<file path="src/shared/rcsc_pkg.sv">
// Package of constants and types for the reset and clock source control
package rcsc_pkg;
  // ********************************************************************
  // Timing
  // ********************************************************************
  localparam int unsigned CLK_PERIOD_NS = 25;
  localparam int unsigned FILTER_TIME_NS = 200;
  localparam int unsigned FILTER_CYCLES =
    (FILTER_TIME_NS + CLK_PERIOD_NS - 1) / CLK_PERIOD_NS;
  localparam int unsigned FILTER_W = 4;
  localparam int unsigned PADS_RC_PULSES = 3;
  localparam int unsigned CORE_XTAL_EDGES = 1024;
  localparam int unsigned CORE_CNT_W = 11;
  localparam int unsigned RC_FREQ_HZ = 10000;
  localparam int unsigned WDOG_TIMEOUT_MS = 2000;
  localparam int unsigned WDOG_WARN_MS = 1750;
  localparam int unsigned WDOG_TIMEOUT_TICKS =
    WDOG_TIMEOUT_MS * RC_FREQ_HZ / 1000;
  localparam int unsigned WDOG_WARN_TICKS = WDOG_WARN_MS * RC_FREQ_HZ / 1000;
  localparam int unsigned WDOG_CNT_W = 15;
  localparam int unsigned DIV_W = 8;
  localparam int unsigned TRIM_W = 4;
  localparam int unsigned PIN_COUNT = 6;

  // ********************************************************************
  // Types
  // ********************************************************************
  typedef struct packed {
    logic external_reset_n;
    logic pads_supply_good;
    logic core_supply_good;
    logic rc_clk;
    logic xtal24_clk;
    logic xtal32_clk;
  } rcsc_pins_type;

  typedef struct packed {
    logic power_on;
    logic watchdog;
    logic pc_rollover;
    logic software;
    logic core_dip;
  } rcsc_cause_type;

  localparam rcsc_cause_type CAUSE_NONE = 5'h00;
  localparam rcsc_cause_type CAUSE_POWER_ON = 5'h10;
  localparam rcsc_cause_type CAUSE_WATCHDOG = 5'h08;
  localparam rcsc_cause_type CAUSE_PC_ROLLOVER = 5'h04;
  localparam rcsc_cause_type CAUSE_SOFTWARE = 5'h02;
  localparam rcsc_cause_type CAUSE_CORE_DIP = 5'h01;

  typedef enum logic [1:0] {
    CORE_HOLD = 2'b00,
    CORE_COUNT = 2'b01,
    CORE_RUN = 2'b10
  } rcsc_core_state_type;
endpackage : rcsc_pkg

</file>
<file path="src/rtl/rcsc_sync.sv">
// Two flip-flop synchroniser for pin inputs
`timescale 1ns/100ps
`default_nettype none
module rcsc_sync #(
  parameter int unsigned W = 1
) (
  input wire logic clk,
  input wire logic rst_n,
  input wire logic [W-1:0] d,
  output logic [W-1:0] q
);
  logic [W-1:0] meta;

  // ********************************************************************
  // Synchroniser stages
  // ********************************************************************
  always_ff @(posedge clk or negedge rst_n) begin
    if (!rst_n) begin
      meta <= '0;
      q <= '0;
    end else begin
      meta <= d;
      q <= meta;
    end
  end
endmodule : rcsc_sync
`default_nettype wire

</file>
<file path="src/rtl/rcsc_top.sv">
// Reset sequencing, reset cause record and low-frequency clock control
`timescale 1ns/100ps
`default_nettype none
module rcsc_top #(
  parameter int unsigned CORE_EDGES = rcsc_pkg::CORE_XTAL_EDGES,
  parameter int unsigned WDOG_TICKS = rcsc_pkg::WDOG_TIMEOUT_TICKS,
  parameter int unsigned WDOG_WARN = rcsc_pkg::WDOG_WARN_TICKS
) (
  input wire logic clk,
  input wire logic rst_n,
  input wire rcsc_pkg::rcsc_pins_type pins,
  input wire logic wdog_enable,
  input wire logic wdog_restart,
  input wire logic software_reset_req,
  input wire logic pc_rollover,
  input wire logic [rcsc_pkg::DIV_W-1:0] rc_div_half,
  input wire logic [rcsc_pkg::TRIM_W-1:0] rc_trim_set,
  input wire logic sleep_clk_sel,
  output logic pads_reset_n,
  output logic core_reset_n,
  output rcsc_pkg::rcsc_cause_type reset_cause,
  output logic mgmt_clk,
  output logic sleep_clk,
  output logic wdog_warning,
  output logic [rcsc_pkg::TRIM_W-1:0] rc_trim
);
  // ********************************************************************
  // Reset release and pin synchronisers
  // ********************************************************************
  logic rst_meta_n;
  logic rst_sync_n;
  rcsc_pkg::rcsc_pins_type pin_s;

  always_ff @(posedge clk or negedge rst_n) begin
    if (!rst_n) begin
      rst_meta_n <= 1'b0;
      rst_sync_n <= 1'b0;
    end else begin
      rst_meta_n <= 1'b1;
      rst_sync_n <= rst_meta_n;
    end
  end

  rcsc_sync #(
    .W(rcsc_pkg::PIN_COUNT)
  ) u_pin_sync (
    .clk(clk),
    .rst_n(rst_sync_n),
    .d(pins),
    .q(pin_s)
  );

  // ********************************************************************
  // State
  // ********************************************************************
  logic [rcsc_pkg::FILTER_W-1:0] ext_low_cnt, next_ext_low_cnt;
  logic rc_prev, x24_prev;
  logic [1:0] rc_pulses, next_rc_pulses;
  logic pads_run, next_pads_run;
  rcsc_pkg::rcsc_core_state_type state, next_state;
  logic [rcsc_pkg::CORE_CNT_W-1:0] core_cnt, next_core_cnt;
  logic [rcsc_pkg::WDOG_CNT_W-1:0] wdog_cnt, next_wdog_cnt;
  logic [rcsc_pkg::DIV_W-1:0] div_cnt, next_div_cnt;
  logic cal_clk, next_cal_clk;
  rcsc_pkg::rcsc_cause_type next_cause;
  logic ext_active, rc_rise, x24_rise, hold_core, wdog_fire, core_dip;

  assign ext_active = ext_low_cnt ==
    rcsc_pkg::FILTER_W'(rcsc_pkg::FILTER_CYCLES);
  assign rc_rise = pin_s.rc_clk & ~rc_prev;
  assign x24_rise = pin_s.xtal24_clk & ~x24_prev;
  assign wdog_fire = wdog_enable & rc_rise & (state == rcsc_pkg::CORE_RUN) &
    (wdog_cnt == rcsc_pkg::WDOG_CNT_W'(WDOG_TICKS - 1));
  assign core_dip = (state == rcsc_pkg::CORE_RUN) & ~pin_s.core_supply_good;
  assign hold_core = ~pads_run | ~pin_s.core_supply_good | wdog_fire |
    ((software_reset_req | pc_rollover) &
     (state == rcsc_pkg::CORE_RUN));

  // ********************************************************************
  // Next values
  // ********************************************************************
  always_comb begin
    next_ext_low_cnt = ext_low_cnt;
    if (pin_s.external_reset_n) begin
      next_ext_low_cnt = '0;
    end else if (!ext_active) begin
      next_ext_low_cnt = ext_low_cnt + 1'b1;
    end
    // Pad domain power-on path
    next_rc_pulses = rc_pulses;
    next_pads_run = pads_run;
    if (!pin_s.pads_supply_good || ext_active) begin
      next_rc_pulses = '0;
      next_pads_run = 1'b0;
    end else if (!pads_run && rc_rise) begin
      next_rc_pulses = rc_pulses + 1'b1;
      if (rc_pulses == 2'(rcsc_pkg::PADS_RC_PULSES - 1)) begin
        next_pads_run = 1'b1;
      end
    end
    // Core domain power-on path
    next_state = state;
    next_core_cnt = core_cnt;
    unique case (state)
      rcsc_pkg::CORE_HOLD: begin
        next_core_cnt = '0;
        if (!hold_core) begin
          next_state = rcsc_pkg::CORE_COUNT;
        end
      end
      rcsc_pkg::CORE_COUNT: begin
        if (hold_core) begin
          next_state = rcsc_pkg::CORE_HOLD;
        end else if (x24_rise) begin
          next_core_cnt = core_cnt + 1'b1;
          if (core_cnt == rcsc_pkg::CORE_CNT_W'(CORE_EDGES - 1)) begin
            next_state = rcsc_pkg::CORE_RUN;
          end
        end
      end
      rcsc_pkg::CORE_RUN: begin
        if (hold_core) begin
          next_state = rcsc_pkg::CORE_HOLD;
        end
      end
      default: begin
        next_state = rcsc_pkg::CORE_HOLD;
      end
    endcase
    // Watchdog on the RC clock
    next_wdog_cnt = wdog_cnt;
    if (!wdog_enable || wdog_restart || state != rcsc_pkg::CORE_RUN ||
        wdog_fire) begin
      next_wdog_cnt = '0;
    end else if (rc_rise) begin
      next_wdog_cnt = wdog_cnt + 1'b1;
    end
    // Calibration divider, runs in every state
    next_div_cnt = div_cnt;
    next_cal_clk = cal_clk;
    if (rc_rise) begin
      if (div_cnt + 1'b1 >= rc_div_half) begin
        next_div_cnt = '0;
        next_cal_clk = ~cal_clk;
      end else begin
        next_div_cnt = div_cnt + 1'b1;
      end
    end
    // Cause record, highest priority first
    next_cause = reset_cause;
    if (!pin_s.pads_supply_good) begin
      next_cause = rcsc_pkg::CAUSE_POWER_ON;
    end else if (ext_active) begin
      next_cause = rcsc_pkg::CAUSE_NONE;
    end else if (core_dip) begin
      next_cause = rcsc_pkg::CAUSE_CORE_DIP;
    end else if (wdog_fire) begin
      next_cause = rcsc_pkg::CAUSE_WATCHDOG;
    end else if (software_reset_req && state == rcsc_pkg::CORE_RUN) begin
      next_cause = rcsc_pkg::CAUSE_SOFTWARE;
    end else if (pc_rollover && state == rcsc_pkg::CORE_RUN) begin
      next_cause = rcsc_pkg::CAUSE_PC_ROLLOVER;
    end
  end

  // ********************************************************************
  // Registers
  // ********************************************************************
  always_ff @(posedge clk or negedge rst_sync_n) begin
    if (!rst_sync_n) begin
      ext_low_cnt <= '0;
      rc_prev <= 1'b0;
      x24_prev <= 1'b0;
      rc_pulses <= '0;
      pads_run <= 1'b0;
      state <= rcsc_pkg::CORE_HOLD;
      core_cnt <= '0;
      wdog_cnt <= '0;
      div_cnt <= '0;
      cal_clk <= 1'b0;
      reset_cause <= rcsc_pkg::CAUSE_POWER_ON;
      pads_reset_n <= 1'b0;
      core_reset_n <= 1'b0;
      mgmt_clk <= 1'b0;
      sleep_clk <= 1'b0;
      wdog_warning <= 1'b0;
      rc_trim <= '0;
    end else begin
      ext_low_cnt <= next_ext_low_cnt;
      rc_prev <= pin_s.rc_clk;
      x24_prev <= pin_s.xtal24_clk;
      rc_pulses <= next_rc_pulses;
      pads_run <= next_pads_run;
      state <= next_state;
      core_cnt <= next_core_cnt;
      wdog_cnt <= next_wdog_cnt;
      div_cnt <= next_div_cnt;
      cal_clk <= next_cal_clk;
      reset_cause <= next_cause;
      pads_reset_n <= pads_run;
      core_reset_n <= (state == rcsc_pkg::CORE_RUN);
      mgmt_clk <= pin_s.rc_clk;
      sleep_clk <= sleep_clk_sel ? pin_s.xtal32_clk : cal_clk;
      wdog_warning <= wdog_enable &
        (wdog_cnt >= rcsc_pkg::WDOG_CNT_W'(WDOG_WARN));
      rc_trim <= rc_trim_set;
    end
  end
endmodule : rcsc_top
`default_nettype wire

</file>
<file path="config.mk">
export PLATFORM = sky130hd
export DESIGN_NAME = rcsc_top
export DESIGN_NICKNAME = d
export VERILOG_FILES = /design/src/shared/rcsc_pkg.sv /design/src/rtl/rcsc_sync.sv /design/src/rtl/rcsc_top.sv
export SDC_FILE = /design/constraint.sdc
export NUM_CORES = 1
export LEC_CHECK = 0
export BUFFER_PORTS_ARGS = -buffer_cell sky130_fd_sc_hd__buf_2
export CORE_MARGIN = 10
export CORE_UTILIZATION = 25
export CTS_CLUSTER_DIAMETER = 100
export DETAILED_ROUTE_END_ITERATION = 10
export GPL_ROUTABILITY_DRIVEN = 0
export PLACE_DENSITY_LB_ADDON = 0.2
export SLEW_MARGIN = 0
export SYNTH_ARGS = -nofsm -noshare
export SYNTH_HDL_FRONTEND = slang
export SYNTH_SLANG_ARGS = --single-unit
</file>
<file path="constraint.sdc">
create_clock -name clk -period 2.6 [get_ports clk]
set_input_delay 0.39 -clock clk [delete_from_list [all_inputs] [get_ports clk]]
set_output_delay 0.39 -clock clk [all_outputs]
set_load 0.005 [all_outputs]
</file>
==> summary.md, run 1 <==
| Metric | Value |
|---|---|
| Status | completed |
| Placeable Area | 0.01319 mm^2 |
| ANT nets after route | 0 |
| CP most frequent cell | nor2_1 |
| Final #Nets | 411 |
| Static Leak | 1.843 nW |
| Area occupied by multi-input gates | 0.001445 mm^2 |
| Maximum vdd ir drop | 0.3020 mV |
| Die W | 135.7 um |
| Clk pwr share | 50.3% |
| Max_cap viols | 0 |
| Clock-pin slew on the worst setup and hold paths | 60 ps |
| Post-synth EDFFs | 0 |
| Fill cells | 1368 |
| Initial core utilization | 25.36% |
| DP HPWL | 4754 um |
| Part of the power in registers | 41.0% |
| Congestion Overflow GR | 0 |
| Tcrit/Tclk final | just under 90% |
| Max_slew headroom | about 57% |
| Layout area overhead | 24.35% |
| Post-DR vias/cell | 4.442 |
| Num CTS Buffers | 9 |
| Top FF cell, synth | dfrtp_1 |
| Die area | 0.01840 mm^2 |
| Die height | 135.7 um |
| Crit. End Element | flip-flop |
| Initial DRC count | 100 |
| Total number of vias | 2452 |
| Root Buffer | clkbuf_16 |
| Drt total wl | approximately 7000 um |
| Sequential fraction of the synthesis area | between 50% and 60% |
| Clock latency on the worst-skew pair | around 340 ps |
| Top post-synthesis cells by area | dfrtp_1, ha_1, nand2_1, xor2_1, nor2_1 |
| Setup violators final | 0 |
| Pwr Density | between 700 and 800 mW/mm^2 |
| Ant. Diodes | 0 |
| Mapped Nets | 364 |
| Placed Instances | 534 |
| #FFs+latches synth | 73 |
| First-pass GRT wire length | 11890 um |
| Min Clock Period, post-route | 2299 ps |
| TritonRoute pass-1 iters | 4 |
| Final Skew | 5.294 ps |
| Cells after Synth | 324 |
| Total negative slack | 0 ps |
| Postcts setup bufs | 0 |
| Fraction of registers with async set/reset | 100.0% |
| Sw Ratio | 22.45% |
| CP required | ~2900 ps |
| Least-Margin Pin Slew | 649.3 ps |
| RSZ-0062 raised after global routing | false |
| Placed inst area | 0.003759 mm^2 |
| Synth warn | 0 |
| Largest net degree at the start of global routing | 40 |
| CP Launch Type | flip-flop |
| Cell Area, Synth | between 0.003 and 0.004 mm^2 |
| I/O pin count | 39 |
| Share of cells above drive strength 1 | 19.95% |
| Crit path DAT | approximately 2600 ps |
| Tot GR Track Use | roughly 8% |
| Hold Crit Class | input port to flip-flop |
| Combinational power share | 8.7% |
| Design area | 0.004159 mm^2 |
| Hold Slack | ~160 ps |
| Critical path's top delay family | compound AO/OA/AOI/OAI gates |
| Antenna violations before repair | 0 |
| Yosys top cell area share | ~54% |
| CTS tree | yes |
| Slowest cell on crit path | dfrtp_1 |
| Vias in the first global route | around 2500 |
| Slew Limit Fails | 0 |
| Leading area contributor after synthesis | dfrtp_1 |
| Post-route insts no fill | between 500 and 600 |
| Core Rows | 42 |
| Internal power | between 0.002 and 0.0025 W |
| Synth Area per Inst | between 10 and 15 um^2 |
| Synth top cells by count | dfrtp_1, nand2_1, nor2_1, o21ai_0, nand3_1 |
| Count leader, synth | dfrtp_1 |
| CTS H-Tree Depth | 3 |
| Final hold violations | 0 |
| # port buffers | 38 |
| Cell Chain, Critical Path | and3_1, nand3_1, nor2_1, xor2_1, ha_1, nand2_1, nor2_1, a211oi_2, o21ai_2, o21ai_0, o2bb2ai_1 |
| Drt wl/cell | 12.70 um |
| Unique masters post-synth | 49 |
| Register Area | 0.001829 mm^2 |
| Net switching power | around 0.00069 W |
| Fmax | 434.9 MHz |
| Finished Core Util | between 30% and 40% |
| Worst Path Max Fanout | 6 |
| Worst path max stage delay | 430 ps |
| Clk buf depth | 2 |
| Worst Path Buf+Inv | 0 |
| Drc violations | 0 |
| Num Clock Sinks | 73 |
| Setup CP Type | flip-flop to flip-flop |
metal layers:
metal | track usage [%] | wire length, um
met1 | 10.20 | 3385
met2 | 11.45 | 3073
met3 | 3.375 | 407
met4 | 4.306 | 144
met5 | 0 | 0
per-stage QoR:
stage	power [W]	worst slack, ps
2_1_floorplan	0.001455	418.3
3_3_place_gp	0.001548	205.4
3_5_place_dp	0.001553	198.0
4_1_cts	0.003142	183.0
5_1_grt	0.003234	42.35
6_report	0.003091	300.7
final timing paths:
check                           start                 end  slack, ps  cells past startpoint
setup / recovery           div_cnt[0]          div_cnt[2]        300                     11
hold / removal                pins[5]  u_pin_sync.meta[5]        160                      1
max in group asynchronous  rst_sync_n          div_cnt[3]       1490                      2
setup reg to reg           div_cnt[0]          div_cnt[2]        300                     11
hold reg to reg            rst_sync_n          rc_trim[3]        290                      0
min in group asynchronous  rst_sync_n          rc_trim[3]        290                      0
cell usage in the layout (no fill, tap or decap), drive strengths merged, types with 6 or more instances in the layout:
cell,instances
clkbuf,10
nand3,19
dfrtp,72
or3,6
nand2,36
xnor2,8
nand2b,6
buf,41
a21oi,15
inv,15
o21ai,24
nor3,7
xor2,14
nor2,32
nand4,12
ha,15
flip-flops by register name, indices dropped and copies added, names as in the netlist, 4 cells and up:
| name | flops |
|---|---|
| wdog_cnt | 15 |
| core_cnt | 11 |
| div_cnt | 8 |
| u_pin_sync.meta | 6 |
| u_pin_sync.q | 6 |
| reset_cause | 5 |
| ext_low_cnt | 4 |
| rc_trim | 4 |
area by class of cell:
type | count | share of cell area (%)
sequential | 73 | 43.98
multi-input combinational | 231 | 34.75
clock buffer | 10 | 5.746
timing repair buffer | 42 | 5.656
tap | 176 | 5.295
clock inverter | 6 | 3.309
inverter | 14 | 1.264
power groups by stage:
stage	combinational, W	sequential [W]	clock [W]
2_1_floorplan	0.000172	0.00128	0
3_3_place_gp	0.000260	0.00129	0
3_5_place_dp	0.000263	0.00129	0
4_1_cts	0.000266	0.00127	0.00161
5_1_grt	0.000310	0.00128	0.00164
6_report	0.000269	0.00127	0.00155
cell families (layout without fill, tap and decap cells):
logic type	after synthesis	count (layout)	share of synthesized area, %
AND/OR/NAND/NOR	133	133	20.43
flip-flops	73	73	54.66
AO/OA/AOI/OAI	56	57	9.951
XOR/XNOR	22	22	5.761
buffers and inverters	21	72	2.544
adder cells (fa/ha/maj)	15	15	5.612
multiplexers	3	3	0.9353
other	1	1	0.1121
timing repair:
item	4_1_cts	5_1_grt
setup endpoints to repair	0	8
gates resized for setup	0	2
hold buffers	1	0
endpoints found under the hold margin	2	0
(Power assumes the default switching activity.)
==> inputs of run 2 (changes only) <==
ABC_AREA = 1   (was unset)
SKIP_CTS_REPAIR_TIMING = 1   (was unset)
clock period = 2.82 ns   (was 2.6 ns; I/O delays follow)
==> run 2 against run 1 <==
Compared with the run above: cell area up 4.2%; clock-buffer cell count unchanged; fmax down 2.9%; synthesized cell count up 27%.
==> summary.md, run 2 <==
| Metric | Value |
|---|---|
| Status | completed |
| Largest net degree at the start of global routing | 72 |
| Min Clock Period, post-route | 2369 ps |
| Drc violations | 0 |
| Least-Margin Pin Slew | 935.6 ps |
| Placed Instances | between 600 and 700 |
| Cell Chain, Critical Path | inv_1, nor3_2, nand4_1, nand2_1, inv_1, ha_1, a21oi_1, nor2_1, nor2_1, nand4_1, o21ai_0 |
| Final #Nets | 498 |
| Largest register FFs | 15 |
| I/O pin count | 39 |
| Leading registers by flop count | wdog_cnt: 15 flops, core_cnt: 11 flops, div_cnt: 8 flops |
| Placeable Area | 0.01404 mm^2 |
| Total negative slack | 0 ps |
| Unique masters post-synth | 40 |
| Synth warn | 0 |
| Most frequent cells in the layout | nand2_1, dfrtp_1, inv_1, nor2_1, buf_2 |
| Crit path DAT | between 2000 and 3000 ps |
| Synth top cells by count | nand2_1, dfrtp_1, inv_1, nor2_1, nand3_1 |
| Reg with most FFs | wdog_cnt |
| Count leader, synth | nand2_1 |
| Root Buffer | clkbuf_16 |
| TritonRoute pass-1 iters | 5 |
| Top post-synthesis cells by area | dfrtp_1, nand2_1, inv_1, ha_1, nor2_1 |
| First-pass GRT wire length | 13670 um |
| DP HPWL | between 5000 and 6000 um |
| Worst Path Max Fanout | 10 |
| Setup CP Type | flip-flop to flip-flop |
| #FFs+latches synth | 73 |
| CP required | 3060 ps |
| # port buffers | 38 |
| Static Leak | around 2.1 nW |
| Clk buf depth | 2 |
| Most common cell after layout, fill and taps aside | nand2_1 |
| Maximum vdd ir drop | 0.2369 mV |
| Pwr Density | 625.0 mW/mm^2 |
| Final hold violations | 0 |
| ANT nets after route | 0 |
| CTS tree | yes |
| Initial core utilization | 25.79% |
| Fraction of registers with async set/reset | 100.0% |
| Synth Area per Inst | 8.810 um^2 |
| Initial DRC count | 163 |
| CP Launch Type | flip-flop |
| Drt total wl | 7783 um |
| Crit. End Element | flip-flop |
| Hold Crit Class | input port to flip-flop |
| Clock-pin slew on the worst setup and hold paths | approximately 60 ps |
| Sequential fraction of the synthesis area | around 50% |
| Slew Limit Fails | 0 |
| Yosys top cell area share | 49.76% |
| Total number of vias | around 2800 |
| Fmax | 422.1 MHz |
| Max_slew headroom | 37.63% |
| Cells after Synth | 411 |
| Antenna violations before repair | 0 |
| Post-route insts no fill | 643 |
| Worst path max stage delay | around 380 ps |
| Setup violators final | 0 |
| Congestion Overflow GR | 0 |
| Post-synth EDFFs | 0 |
| Vias in the first global route | 2815 |
| Final Skew | around 5.0 ps |
| Tcrit/Tclk final | 84.00% |
| Area occupied by multi-input gates | 0.001509 mm^2 |
| Ant. Diodes | 0 |
| Post-DR vias/cell | 4.322 |
| Core Rows | 43 |
| Register Area | 0.001832 mm^2 |
| Mapped Nets | 451 |
| Clock latency on the worst-skew pair | 340 ps |
| CTS H-Tree Depth | 3 |
| Die height | about 140 um |
| Num CTS Buffers | 9 |
| Leading area contributor after synthesis | dfrtp_1 |
| Max_cap viols | 0 |
| Die W | approximately 140 um |
| Die area | 0.01970 mm^2 |
| RSZ-0062 raised after global routing | false |
| Fill cells | 1468 |
| Layout area overhead | 19.73% |
| Share of cells above drive strength 1 | 16.41% |
| Num Clock Sinks | 73 |
| Drt wl/cell | 12.10 um |
| Worst R2R Setup Slack | 450 ps |
| Top FF cell, synth | dfrtp_1 |
| Cell Area, Synth | 0.003621 mm^2 |
| Tot GR Track Use | 8.442% |
| Slowest cell on crit path | dfrtp_1 |
[run 2: cells by family after synthesis]
group                      Yosys count  synth area share [%]
DFF                                 73                 50.48
xor gates and xnor gates            16                 3.870
AOI/OAI and AO/OA                   47                 7.360
adders and majority gates           15                 5.183
other                                1                0.1036
and+or+nand+nor                    189                 25.16
buffers and inverters               70                 7.843
[run 2: worst max-delay path: cells and delay by family (launching register included)]
kind | cells | cell delay [ps]
simple gates | 6 | 1080
compound gates | 2 | 410
flops | 1 | 380
fa+ha+maj | 1 | 280
buf+inv | 2 | 110
[run 2: worst paths after layout]
check | startpoint | to | depth (start not counted)
setup / recovery | div_cnt[2] | div_cnt[0] | 11
min in group asynchronous | rst_n | rst_sync_n | 2
setup reg to reg | div_cnt[2] | div_cnt[0] | 11
max in group asynchronous | rst_sync_n | u_pin_sync.meta[4] | 0
hold reg to reg | u_pin_sync.meta[2] | u_pin_sync.q[2] | 0
hold / removal | rc_trim_set[2] | rc_trim[2] | 1
[run 2: stage by stage]
stage	instance area, um^2	total power (W)	hold WS (ps)	util [%]	worst slack, ps
floorplan	3621	0.001422	127.4	-	638.3
global placement	4014	0.001521	208.2	28.58	480.4
detailed placement	4014	0.001529	210.6	28.58	407.3
CTS	4325	0.002767	-158.0	30.80	396.8
global route	4335	0.002883	170.8	30.87	111.8
finish	4335	0.002710	193.5	30.87	451.2
[run 2: where the power goes]
group / leakage (nW) / switching (W) / internal (W)
logic: 0.987 / 0.000183 / 0.000132
clock network: 0.152 / 0.000438 / 0.000770
registers: 0.956 / 0.0000687 / 0.00112
[run 2: per-layer routing]
metal,wire [um],share of wire [%],global-route usage (%)
met2,3800,49,13.42
met5,0,0,0
met3,353,4.5,3.279
met1,3550,46,10.15
met4,78,1.0,2.880
[run 2: layout make-up]
type / instances / share of cell area [%]
Clock buffer: 10 / 5.281
Clock inverter: 6 / 1.905
Inverter: 66 / 5.772
Multi-Input combinational cell: 268 / 34.81
Sequential cell: 73 / 42.25
Tap cell: 180 / 5.195
Timing Repair Buffer: 40 / 4.791
==> inputs of run 3 (changes only) <==
ABC_AREA = 0   (was 1)
clock period = 1.95 ns   (was 2.82 ns; I/O delays follow)
==> run 3 against run 2 <==
Compared with the run above: the run now ends with setup timing left; cell area is 2.1% lower; non-clock buffer count grew 19; largest power group unchanged; flip-flop and latch count stayed put; wire length is 12% lower; total power rose by 44%; cell count shrank 12%; critical path depth stayed put; highest routed layer unchanged; sequential power is 41% higher; critical path type unchanged.
==> summary.md, run 3 (synthesis gave the netlist of run 1 again) <==
| Metric | Value |
|---|---|
| Final hold violations | 0 |
| Status | finished, violations left |
| Congestion Overflow GR | 0 |
| Part of the power in registers | 43.1% |
| Die W | 135.7 um |
| Die area | 0.01840 mm^2 |
| Final #Nets | 427 |
| Max_slew headroom | 59.90% |
| Register Area | between 0.0015 and 0.002 mm^2 |
| First-pass GRT wire length | 12160 um |
| Die height | 135.7 um |
| Drc violations | 0 |
| Hold Crit Class | input port to flip-flop |
| TritonRoute pass-1 iters | 5 |
| CTS tree | yes |
| RSZ-0062 raised after global routing | true |
| Fmax | roughly 470 MHz |
| Share of cells above drive strength 1 | approximately a quarter |
| CP Launch Type | flip-flop |
| Largest net degree at the start of global routing | 72 |
| CP required | 2210 ps |
| Placed inst area | 0.003900 mm^2 |
| Most common cell after layout, fill and taps aside | dfrtp_1 |
| Core Rows | 42 |
| Ant. Diodes | 0 |
| Least-Margin Pin Slew | 595.2 ps |
| Final WS setup | -173.5 ps |
| ANT nets after route | 0 |
| Drt wl/cell | 12.03 um |
| Max_cap viols | 0 |
| Worst reg2reg path depth | 11 |
| Net switching power | 0.0009441 W |
| Tcrit/Tclk final | 108.9% |
| Internal power | approximately 0.0030 W |
| Slew Limit Fails | 0 |
| Worst Path Max Fanout | 10 |
| Pwr Density | 918.5 mW/mm^2 |
| Num Clock Sinks | 73 |
| Critical R2R Capture | div_cnt[2] |
| Setup CP Type | flip-flop to flip-flop |
| Total negative slack | -1051 ps |
| Initial core utilization | 25.36% |
| Crit path launch | div_cnt[1] |
| Clk pwr share | between 40% and 50% |
| Crit. End Element | flip-flop |
| Setup violators final | 9 |
| # port buffers | 38 |
| Drt total wl | ~6800 um |
| CTS H-Tree Depth | 3 |
| Combinational power share | between 10% and 20% |
| Layout area overhead | 26.90% |
| Leading registers by flop count | wdog_cnt: 15 flops, core_cnt: 11 flops, div_cnt: 8 flops |
| Design area | 0.004244 mm^2 |
| Worst R2R Start | div_cnt[1] |
| Area occupied by multi-input gates | 0.001458 mm^2 |
| Clock-pin slew on the worst setup and hold paths | around 60 ps |
| Placeable Area | 0.01319 mm^2 |
| Most frequent cells in the layout | dfrtp_1, buf_2, nand2_1, nor2_1, buf_4 |
| Tot GR Track Use | 8.024% |
| Antenna violations before repair | 0 |
| Failing checks | setup timing |
| Final Skew | about 6.7 ps |
| Clk buf depth | 2 |
| Post-DR vias/cell | 4.350 |
| Sw Ratio | around 24% |
| Fill cells | 1377 |
| Min Clock Period, post-route | approximately 2100 ps |
| Total number of vias | 2471 |
| Crit path DAT | 2380 ps |
| Root Buffer | clkbuf_16 |
| Num CTS Buffers | 9 |
| Initial DRC count | 103 |
| Worst R2R Setup Slack | -170 ps |
| CP Capture Point | div_cnt[2] |
| Largest register FFs | 15 |
| Vias in the first global route | 2562 |
| Reg with most FFs | wdog_cnt |
| Clock latency on the worst-skew pair | 330 ps |
| Maximum vdd ir drop | 0.4312 mV |
| I/O pin count | 39 |
| DP HPWL | 4802 um |
| Static Leak | around 1.9 nW |
[run 3: cell type report]
class,instances,share of cell area [%]
multi-input combinational,230,34.35
inverter,14,1.238
clock inverter,6,2.182
timing repair buffer,59,8.550
sequential,73,43.10
tap,176,5.189
clock buffer,10,5.395
[run 3: power groups by stage]
stage,clock network (W),logic [W],registers [W]
3_5_place_dp,0,0.000446,0.00171
6_report,0.00179,0.000433,0.00168
4_1_cts,0.00184,0.000448,0.00168
2_1_floorplan,0,0.000241,0.00172
5_1_grt,0.00190,0.000506,0.00169
3_3_place_gp,0,0.000440,0.00171
[run 3: critical path, cell delays in order, from the launching register on]
cell and delay, ps:
dfrtp_1 390, and3_1 180, nand3_2 100, nor2_1 130, xor2_1 220, ha_1 300, nand2_1 90, nor2_1 50
a211oi_2 150, o21ai_2 160, o21ai_1 160, o2bb2ai_1 110
[run 3: layer usage]
metal	track usage (%)	vias up	part of all wire [%]
met5	0	-	0
met4	3.947	0	1.5
met3	3.116	8	7.0
met2	11.56	46	42
met1	10.22	1165	50
li1	-	1252	-
[run 3: worst min-delay path by stage]
stage | from | depth (start not counted) | end | slack (ps)
2_1_floorplan | rst_n | 0 | rst_meta_n | -3
3_3_place_gp | rst_n | 1 | rst_meta_n | 80
3_5_place_dp | rst_n | 1 | rst_meta_n | 80
4_1_cts | rst_n | 1 | rst_meta_n | -270
5_1_grt | rc_trim_set[0] | 1 | rc_trim[0] | 50
6_report | pins[5] | 1 | u_pin_sync.meta[5] | 70
[run 3: through the flow]
step                      hold slack (ps)  std cells  setup WS (ps)  util (%)  power, W
after floorplan                    -3.091        324         -19.28         -  0.001959
after global placement              79.93        550         -151.2     29.57  0.002145
after detailed placement            81.53        550         -193.1     29.57  0.002154
after CTS                          -270.3        566         -211.7     32.01  0.003968
after global routing                50.53        568         -398.6     32.18  0.004096
final                               65.31        568         -173.5     32.18  0.003898
